===== src/hw/exc_entry_consts.svh =====
`ifndef EXC_ENTRY_CONSTS_SVH
`define EXC_ENTRY_CONSTS_SVH

// ==========================================================
// Vectors
`define PROGRAM_VEC_OFFSET  64'h0000_0000_0000_0700
`define FP_UNAVAIL_VEC_OFF  64'h0000_0000_0000_0800
`define VEC_BASE_HIGH       64'h0000_0000_fff0_0000
`define VEC_OFFSET_MASK     64'h0000_0000_000f_ffff

// ==========================================================
// Machine state bit positions (bit 63 is the most significant)
`define POS_SIXTY_FOUR      63
`define POS_INT_SIXTY_FOUR  61
`define POS_POWER_SAVE      18
`define POS_INT_LITTLE_END  16
`define POS_EXT_IRQ         15
`define POS_PROBLEM         14
`define POS_FLOAT_AVAIL     13
`define POS_MCHECK_ENABLE   12
`define POS_FEXC_LOW        11
`define POS_STEP_TRACE      10
`define POS_BRANCH_TRACE    9
`define POS_FEXC_HIGH       8
`define POS_PREFIX          6
`define POS_INSTR_XLATE     5
`define POS_DATA_XLATE      4
`define POS_RECOVERABLE     1
`define POS_LITTLE_END      0

// ==========================================================
// Saved state layout
`define SAVED_COPY_MASK     64'h8000_0000_0000_ff73
`define SAVED_CAUSE_LSB     16
`define SAVED_CAUSE_MSB     20

// ==========================================================
// Register offsets and reset values
`define OFF_MACHINE_STATE   8'h00
`define OFF_RETURN_ADDR     8'h08
`define OFF_SAVED_STATE     8'h10
`define OFF_IRQ_STATUS      8'h18
`define OFF_IRQ_MASK        8'h20
`define MACHINE_STATE_RESET 64'h8000_0000_0000_0000
`define IRQ_PROG_BIT        0
`define IRQ_FP_BIT          1

`endif


===== src/hw/exc_entry_pkg.sv =====
package exc_entry_pkg;
    typedef logic [63:0] dword_t;
    typedef enum logic [1:0] {
        EXC_NONE,
        EXC_PROGRAM,
        EXC_FP_UNAVAIL
    } exc_kind_t;
endpackage


===== src/hw/exc_state_builder.sv =====
`timescale 1ns/1ps
`include "exc_entry_consts.svh"

module exc_state_builder (
    input  wire exc_entry_pkg::exc_kind_t kind,        // Exception being entered
    input  wire exc_entry_pkg::dword_t    mctl,        // Current machine state
    input  wire logic [4:0]               prog_flags,  // Program cause flags
    output exc_entry_pkg::dword_t         next_mctl,   // Machine state after entry
    output exc_entry_pkg::dword_t         next_saved,  // Saved state value
    output exc_entry_pkg::dword_t         target       // Fetch address
);
    function automatic exc_entry_pkg::dword_t vector_addr(input logic prefix,
                                                          input exc_entry_pkg::dword_t off);
        vector_addr = (prefix ? `VEC_BASE_HIGH : 64'h0) | off;
    endfunction

    always_comb begin
        next_mctl = mctl;
        next_mctl[`POS_SIXTY_FOUR]   = 1'b1;
        next_mctl[`POS_POWER_SAVE]   = 1'b0;
        next_mctl[`POS_EXT_IRQ]      = 1'b0;
        next_mctl[`POS_PROBLEM]      = 1'b0;
        next_mctl[`POS_FLOAT_AVAIL]  = 1'b0;
        next_mctl[`POS_FEXC_LOW]     = 1'b0;
        next_mctl[`POS_STEP_TRACE]   = 1'b0;
        next_mctl[`POS_BRANCH_TRACE] = 1'b0;
        next_mctl[`POS_FEXC_HIGH]    = 1'b0;
        next_mctl[`POS_INSTR_XLATE]  = 1'b0;
        next_mctl[`POS_DATA_XLATE]   = 1'b0;
        next_mctl[`POS_RECOVERABLE]  = 1'b0;
        next_mctl[`POS_LITTLE_END]   = mctl[`POS_INT_LITTLE_END];
        // Copy fixed fields, clear the rest
        next_saved = mctl & `SAVED_COPY_MASK;
        if (kind == exc_entry_pkg::EXC_PROGRAM) begin
            next_saved[`SAVED_CAUSE_MSB:`SAVED_CAUSE_LSB] = prog_flags;
        end
        unique case (kind)
            exc_entry_pkg::EXC_PROGRAM:
                target = vector_addr(mctl[`POS_PREFIX], `PROGRAM_VEC_OFFSET);
            exc_entry_pkg::EXC_FP_UNAVAIL:
                target = vector_addr(mctl[`POS_PREFIX], `FP_UNAVAIL_VEC_OFF);
            default:
                target = 64'h0;
        endcase
    end
endmodule


===== src/hw/program_fp_unavail_exception_entry.sv =====
`timescale 1ns/1ps
`include "exc_entry_consts.svh"

module program_fp_unavail_exception_entry (
    input  wire logic        clock,               // 50 MHz clock
    input  wire logic        rst,                 // Sync reset, active high
    input  wire logic        ce,                  // Clock enable
    input  wire logic        prog_req,            // Program exception request
    input  wire logic [4:0]  prog_flags,          // Program cause flags
    input  wire logic [63:0] prog_ea,             // Program excepting address
    input  wire logic        fp_attempt,          // Float instruction attempted
    input  wire logic [63:0] fp_instr_ea,         // Float instruction address
    input  wire logic        higher_prio_pending, // Higher exception pending
    input  wire logic [7:0]  reg_addr,            // Register byte address
    input  wire logic [63:0] reg_wdata,           // Write data
    input  wire logic        reg_wr,              // Write strobe
    input  wire logic        reg_rd,              // Read strobe
    output logic      [63:0] reg_rdata,           // Read data, cycle after read
    output logic             fetch_redirect,      // One-cycle redirect pulse
    output logic      [63:0] fetch_target,        // Redirect address
    output logic      [63:0] machine_state,       // Machine state value
    output logic             irq                  // Level interrupt
);
    exc_entry_pkg::dword_t    mctl_q, mctl_d;
    exc_entry_pkg::dword_t    ret_addr_q, ret_addr_d;
    exc_entry_pkg::dword_t    saved_q, saved_d;
    exc_entry_pkg::dword_t    rdata_q, rdata_d;
    exc_entry_pkg::dword_t    target_q, target_d;
    exc_entry_pkg::dword_t    entry_mctl, entry_saved, entry_target;
    logic               [1:0] status_q, status_d;
    logic               [1:0] mask_q, mask_d;
    logic                     redirect_q, redirect_d;
    logic                     irq_q, irq_d;
    logic                     prog_take, fp_take;
    exc_entry_pkg::exc_kind_t kind;

    // ==========================================================
    // Exception selection
    always_comb begin
        prog_take = prog_req && !higher_prio_pending;
        fp_take   = fp_attempt && !mctl_q[`POS_FLOAT_AVAIL] &&
                    !higher_prio_pending && !prog_req;
        if (prog_take) begin
            kind = exc_entry_pkg::EXC_PROGRAM;
        end else if (fp_take) begin
            kind = exc_entry_pkg::EXC_FP_UNAVAIL;
        end else begin
            kind = exc_entry_pkg::EXC_NONE;
        end
    end

    exc_state_builder builder (
        .kind       (kind),
        .mctl       (mctl_q),
        .prog_flags (prog_flags),
        .next_mctl  (entry_mctl),
        .next_saved (entry_saved),
        .target     (entry_target)
    );

    // ==========================================================
    // Next state
    always_comb begin
        mctl_d     = mctl_q;
        ret_addr_d = ret_addr_q;
        saved_d    = saved_q;
        status_d   = status_q;
        mask_d     = mask_q;
        target_d   = target_q;
        redirect_d = 1'b0;
        rdata_d    = 64'h0;
        if (reg_wr) begin
            unique case (reg_addr)
                `OFF_MACHINE_STATE: mctl_d     = reg_wdata;
                `OFF_RETURN_ADDR:   ret_addr_d = reg_wdata;
                `OFF_SAVED_STATE:   saved_d    = reg_wdata;
                `OFF_IRQ_MASK:      mask_d     = reg_wdata[1:0];
                default:            ;
            endcase
        end
        if (reg_rd) begin
            unique case (reg_addr)
                `OFF_MACHINE_STATE: rdata_d = mctl_q;
                `OFF_RETURN_ADDR:   rdata_d = ret_addr_q;
                `OFF_SAVED_STATE:   rdata_d = saved_q;
                `OFF_IRQ_STATUS: begin
                    rdata_d  = {62'h0, status_q};
                    status_d = 2'h0;
                end
                `OFF_IRQ_MASK:      rdata_d = {62'h0, mask_q};
                default:            rdata_d = 64'h0;
            endcase
        end
        // Entry overrides a same-cycle software write
        if (kind != exc_entry_pkg::EXC_NONE) begin
            mctl_d     = entry_mctl;
            saved_d    = entry_saved;
            target_d   = entry_target;
            redirect_d = 1'b1;
        end
        if (prog_take) begin
            ret_addr_d              = prog_ea;
            status_d[`IRQ_PROG_BIT] = 1'b1;
        end
        if (fp_take) begin
            ret_addr_d            = fp_instr_ea;
            status_d[`IRQ_FP_BIT] = 1'b1;
        end
        irq_d = |(status_d & mask_d);
    end

    always_ff @(posedge clock) begin
        if (rst) begin
            mctl_q     <= `MACHINE_STATE_RESET;
            ret_addr_q <= 64'h0;
            saved_q    <= 64'h0;
            status_q   <= 2'h0;
            mask_q     <= 2'h0;
            target_q   <= 64'h0;
            redirect_q <= 1'b0;
            rdata_q    <= 64'h0;
            irq_q      <= 1'b0;
        end else if (ce) begin
            mctl_q     <= mctl_d;
            ret_addr_q <= ret_addr_d;
            saved_q    <= saved_d;
            status_q   <= status_d;
            mask_q     <= mask_d;
            target_q   <= target_d;
            redirect_q <= redirect_d;
            rdata_q    <= rdata_d;
            irq_q      <= irq_d;
        end
    end

    assign reg_rdata      = rdata_q;
    assign fetch_redirect = redirect_q;
    assign fetch_target   = target_q;
    assign machine_state  = mctl_q;
    assign irq            = irq_q;
endmodule


===== config.mk =====
export PLATFORM = sky130hd
export DESIGN_NAME = program_fp_unavail_exception_entry
export DESIGN_NICKNAME = d
export VERILOG_FILES = /design/src/hw/exc_entry_pkg.sv /design/src/hw/exc_state_builder.sv /design/src/hw/program_fp_unavail_exception_entry.sv
export VERILOG_INCLUDE_DIRS = /design/src /design/src/hw
export SDC_FILE = /design/constraint.sdc
export NUM_CORES = 1
export LEC_CHECK = 0
export BUFFER_PORTS_ARGS = -buffer_cell sky130_fd_sc_hd__buf_2
export CORE_UTILIZATION = 45
export CTS_CLUSTER_SIZE = 40
export DETAILED_ROUTE_END_ITERATION = 10
export PLACE_DENSITY_LB_ADDON = 0.15
export SKIP_LAST_GASP = 1
export SYNTH_ARGS = -nofsm -noshare
export SYNTH_HDL_FRONTEND = slang
export SYNTH_HIERARCHICAL = 1
export SYNTH_SLANG_ARGS = --single-unit
export TNS_END_PERCENT = 1

===== constraint.sdc =====
create_clock -name clock -period 2.8 [get_ports clock]
set_clock_uncertainty 0.2 [all_clocks]
set_input_delay 0.56 -clock clock [delete_from_list [all_inputs] [get_ports clock]]
set_output_delay 0.56 -clock clock [all_outputs]
set_load 0.005 [all_outputs]

# == Yosys cells after proc, flatten, opt, wreduce, memory -nomap -nowiden ==
# Cells that the tools add are included.
# Widths: inputs -> output; s select.
# word_totals
reg_bits,326
inputBits,213
out_inout_bits,194
elab_cells,62
# op_classes
n_eq_ne,6
mux,24
bitwise_logic,2
n_reduce_logical,20
# op_table
cell,count
$mux 64,11
$pmux 64 s5,1
$pmux 64 s2,1
$mux 32,1
$eq 8x5->1 const B,2
$mux 2,6
$reduce_and 3->1,3
$eq 8x4->1 const B,1
$eq 8x6->1 const B,1
$logic_not 8->1,1
$reduce_bool 2->1,4
$reduce_bool 3->1,2
$mux 5,1
$logic_and 1x1->1,4
$reduce_and 4->1,1
$logic_not 1->1,3
$mux 1,3
$and 2x2->2,1
$eq 2x1->1 const B,1
$eq 2x2->1 const B,1
$reduce_and 2->1,1
$reduce_or 2->1,1
$not 1->1,1

# == Longest topological paths before layout ==
# depth
word_depth,9
depth_mapped,10
ltp_nobuf,8

# == By module ==
# Netlist, hierarchy kept.
# by_module_without_submodules
mod,n_inst,cells_each,area_per_inst_um2,seq_area_each_um2
program_fp_unavail_exception_entry,1,1673,14685.3,6526.3
exc_state_builder,1,199,1500.2,0.0

# == Worst setup path before layout ==
# Ideal clock, no wire load.
# synth_timing
path_type,input port to flip-flop
start,input prog_req
end,"register target_q[23], in the netlist fetch_target[23]"
setup_time_ps,70
arrival_ps,2598
required_ps,2530
setup_slack_ps,-68
cell_stages,8
path_buffers,2
path_cell_list,or4b_1 -> inv_1 -> clkbuf_1 -> ha_1 -> nor3b_2 -> buf_4 -> nand2_1 -> a21oi_1
# synth_via
elab_chain_len,6
word_cells_on_any_way,10
classes_between,eq/ne (2); mux (3); reduce/logical (5)
# synth_rtl
element,line_no,rtl
from (decl),program_fp_unavail_exception_entry.sv:8,"input wire logic prog_req,"
$logic_not 1->1,program_fp_unavail_exception_entry.sv:42,!higher_prio_pending && !prog_req;
$logic_and 1x1->1,program_fp_unavail_exception_entry.sv:41,fp_take = fp_attempt && !mctl_q[`POS_FLOAT_AVAIL] &&
$mux 2,program_fp_unavail_exception_entry.sv:45,end else if (fp_take) begin
$mux 2 *,program_fp_unavail_exception_entry.sv:43,if (prog_take) begin
named net kind[1],program_fp_unavail_exception_entry.sv:35,exc_entry_pkg::exc_kind_t kind;
$eq 2x2->1 / $eq 2x1->1 (equally long branches),exc_state_builder.sv:37,unique case (kind)
$pmux 64 s2 *,exc_state_builder.sv:37,
named net entry_target[23],program_fp_unavail_exception_entry.sv:29,"exc_entry_pkg::dword_t entry_mctl, entry_saved, entry_target;"
to (signal assigned),program_fp_unavail_exception_entry.sv:129,target_q <= target_d;
to (decl),program_fp_unavail_exception_entry.sv:28,"exc_entry_pkg::dword_t target_q, target_d;"
# The timed path passes the listed nets; every way through them passes the cells marked *.
# A chain may end at the register's enable or synchronous reset.

# == Final worst setup path ==
# layout_timing
start,"register mctl_q[13], in the netlist machine_state[13]"
end,"register target_q[21], in the netlist fetch_target[21]"
# layout_via
elab_chain_len,8
word_cells_on_any_way,11
classes_between,eq/ne (2); mux (3); reduce/logical (6)
# layout_rtl
element,line_no,rtl
from (decl),program_fp_unavail_exception_entry.sv:24,"exc_entry_pkg::dword_t mctl_q, mctl_d;"
from (signal assigned),program_fp_unavail_exception_entry.sv:114,mctl_q <= `MACHINE_STATE_RESET;
from (signal assigned),program_fp_unavail_exception_entry.sv:124,mctl_q <= mctl_d;
$logic_not 1->1 *,program_fp_unavail_exception_entry.sv:41,
$logic_and 1x1->1 * (3 in a row),program_fp_unavail_exception_entry.sv:41,
$mux 2 *,program_fp_unavail_exception_entry.sv:45,
$mux 2 *,program_fp_unavail_exception_entry.sv:43,
$eq 2x2->1 (tied with other cells),exc_state_builder.sv:37,
$pmux 64 s2 / $reduce_and 2->1 (equally long branches),n/a,
# Mark *: on every way between the ends. The rest lies on a longest branch, timed or not.

==> key figures <==
Synth
  • Top cells by count, synth: 326 x dfxtp_1, 195 x nand2_1, 194 x a21oi_1
  • Mapped Area: 16200 um2
  • Cell accounting for the most synthesized area: dfxtp_1
  • Synth area leaders: dfxtp_1 40%, buf_4 8.8%, a211oi_1 6.2%
  • Asr flop ratio synth: 0
  • Synth Instances: 1872
  • Seq cells post-synth: 326
  • Sequential element share of the synthesized area: 0.403
  • Post-synth EDFFs: 0
  • Synth Warn #: 6
  • Top cell type's share of synthesized area: 0.403
  • Mean area per synthesized cell: 8.65 um2
  • Distinct cells, synth: 49
  • Most common cell in the netlist: dfxtp_1
  • Synth Flop Type: dfxtp_1

Setup path
  • CP startpoint kind: flip-flop
  • Worst-path cell chain: or4b_2 > inv_2 > ha_1 > nor3b_4 > buf_12 > nand2_1 > a21oi_1
  • CP delay by family, top: simple AND/OR/NAND/NOR gates
  • Buffers & Inverters on Critical Path: 2
  • Critical Path End Type: flip-flop
  • Critical path arrival: 2.71 ns
  • Largest stage delay, worst path: 0.78 ns
  • Critical-path top delay cell: or4b_2
  • Critical path class: flip-flop to flip-flop
  • WP data required: 3.04 ns
  • Crit-path max FO: 12

Die
  • Die Ht: 192 um
  • IO Pins: 407
  • Rows: 69
  • Die ar.: 36700 um2
  • Die W: 192 um
  • CORE AREA: 35500 um2
  • Starting Density: 0.456

Global routing
  • First-pass GRT wire length: 82700 um
  • Vias in the first global route: 14655
  • Maximum number of pins on one net before global-route repair: 151
  • Grt ovf: 0
  • Initial antenna violation count: 11
  • Gr usage total: 0.287

Timing
  • RSZ-0062 raised after global routing: false
  • Final worst path period need: 2.47 ns
  • Worst slew pin tran: 0.846 ns
  • PnR worst setup slack: 0.327 ns
  • Hold slack final: 0.135 ns
  • Period utilisation layout: 0.883
  • Slew Limit Fails: 0
  • Max Freq: 404 MHz
  • Final Hold Viols: 0
  • Final setup vio count: 0
  • Slew HR: 0.436

Routing
  • Routed len/inst: 20.4 um
  • Routed Antenna Nets: 0
  • Drt total wl: 54200 um
  • Via count: 15159
  • Met2 wire length: 25700 um
  • Top routing layer in use: met5
  • DRC Markers: 0
  • Metal-1 WL: 23000 um
  • 1st-iter DRT viols: 1052
  • TritonRoute pass-1 iters: 5
  • Met3 Routed Length: 4080 um
  • Vias per cell: 5.70

Clock tree
  • Htree depth: 2
  • Cts hold-fix bufs: 0
  • Root Buffer Master: clkbuf_16
  • Later-pin clock latency in the skew report: 0.52 ns
  • Post-CTS setup buffers: 0
  • Clk sinks: 326
  • CTS resizes: 0
  • Clock Pin Slew Worst Setup and Hold Paths: 0.06 ns
  • CTS buffer count: 37
  • CTS tree: built
  • Clock Path Buffers: 3

Final layout
  • Finished Layout Cells: 2661
  • P&R area growth vs syn: 19.9%
  • Share of cells above drive strength 1: 0.309
  • Final net count: 2383

Place
  • Placer Congestion: 0.809
  • HPWL after detailed placement: 35800 um
  • DP Worst Slack: -0.000588 ns
  • Port bufs: 406
  • Post-Place Cells: 2588

Power
  • Pwr/cell area: 609 nW/um2
  • Maximum VDD drop: 0.000490 V
  • Leakage power: 7.96 nW

Min path
  • Hold WC Path Type: primary input to flip-flop

Run
  • Maxcap violations: 0

Run status
  • Outcome: finished, final reports clean
==> metrics by stage <==
step / area, um2 / utilization / power [mW] / TNS [ns]
detailed placement: 18100 / 0.510 / 6.74 / -0.000588
floorplan: 16600 / - / 6.22 / 0
global route: 19400 / 0.547 / 12.3 / 0
finish: 19400 / 0.547 / 11.8 / 0
global placement: 18100 / 0.510 / 6.71 / 0
CTS: 19400 / 0.547 / 11.9 / 0
==> power by group <==
group / leakage, nW / switching [mW] / internal, mW / total, mW
clock: 0.646 / 1.97 / 3.19 / 5.17
combinational: 4.66 / 0.917 / 0.717 / 1.63
sequential: 2.66 / 0.155 / 4.86 / 5.02
==> cell type report <==
class | count | area, um2
diodes | 6 | 15.0
clock buffers | 53 | 1100
clock inverters | 14 | 199
fillers | 3347 | 16100
inverters | 5 | 18.8
multi-input cells | 1266 | 7710
flip-flops and latches | 326 | 6530
well taps | 461 | 577
repair buffers | 530 | 3270
==> flip-flops by register name (all words and copies together) (netlist names) <==
register,count
fetch_target,64
machine_state,64
reg_rdata,64
ret_addr_q,64
saved_q,64
mask_q,2
status_q,2
fetch_redirect,1
irq,1
==> logic make-up after synthesis <==
group | share of synthesized area
other cells | 0.000464
mux | 0.00371
buf+inv | 0.149
compound gates | 0.290
fa+ha+maj | 0.00309
flops | 0.403
simple gates | 0.151
==> final timing paths <==
kind	startpoint	to	slack (ns)	cells past startpoint
worst max-delay path	machine_state[13]	fetch_target[21]	0.33	7
worst min-delay path	reg_wdata[1]	mask_q[1]	0.13	3
worst max register to register	machine_state[13]	fetch_target[21]	0.33	7
worst min register to register	reg_rdata[37]	reg_rdata[37]	0.25	2
==> routing by layer <==
| metal | vias up | GRT usage |
|---|---|---|
| met5 | - | 0 |
| met4 | 8 | 0.0980 |
| met3 | 92 | 0.0579 |
| met2 | 546 | 0.477 |
| met1 | 7280 | 0.369 |
| li1 | 7233 | - |
==> worst reg2reg max path: cells and delay by family (launching register included) <==
family / cells / cell delay, ns
DFF: 1 / 0.33
buffers and inverters: 2 / 0.34
adders and majority gates: 1 / 0.28
and+or+nand+nor: 3 / 1.13
AOI/OAI and AO/OA: 1 / 0.12
==> cells in the final DEF, fill, tap and decap left out, types with 3 or more instances in the layout <==
cell and count:
nand2_1 195, dfxtp_1 326, diode_2 6, bufinv_16 5, a22o_1 62, a211oi_1 134, clkbuf_8 7, and3_1 64
or2_4 3, o21ai_1 24, a21oi_1 194, buf_12 24, clkinv_2 8, inv_1 3, clkbuf_16 39, buf_4 100
a211oi_2 59, nor3_1 193, mux2i_1 6, nand4_1 3, o22ai_1 3, a31oi_1 3, buf_2 405, a221oi_1 64
nor4_1 3, and2_2 6, nor2_1 8, clkbuf_1 7, ha_1 4, a22oi_1 62, o21ai_0 42, conb_1 105
Note: power is estimated with default switching activity, not from simulation.
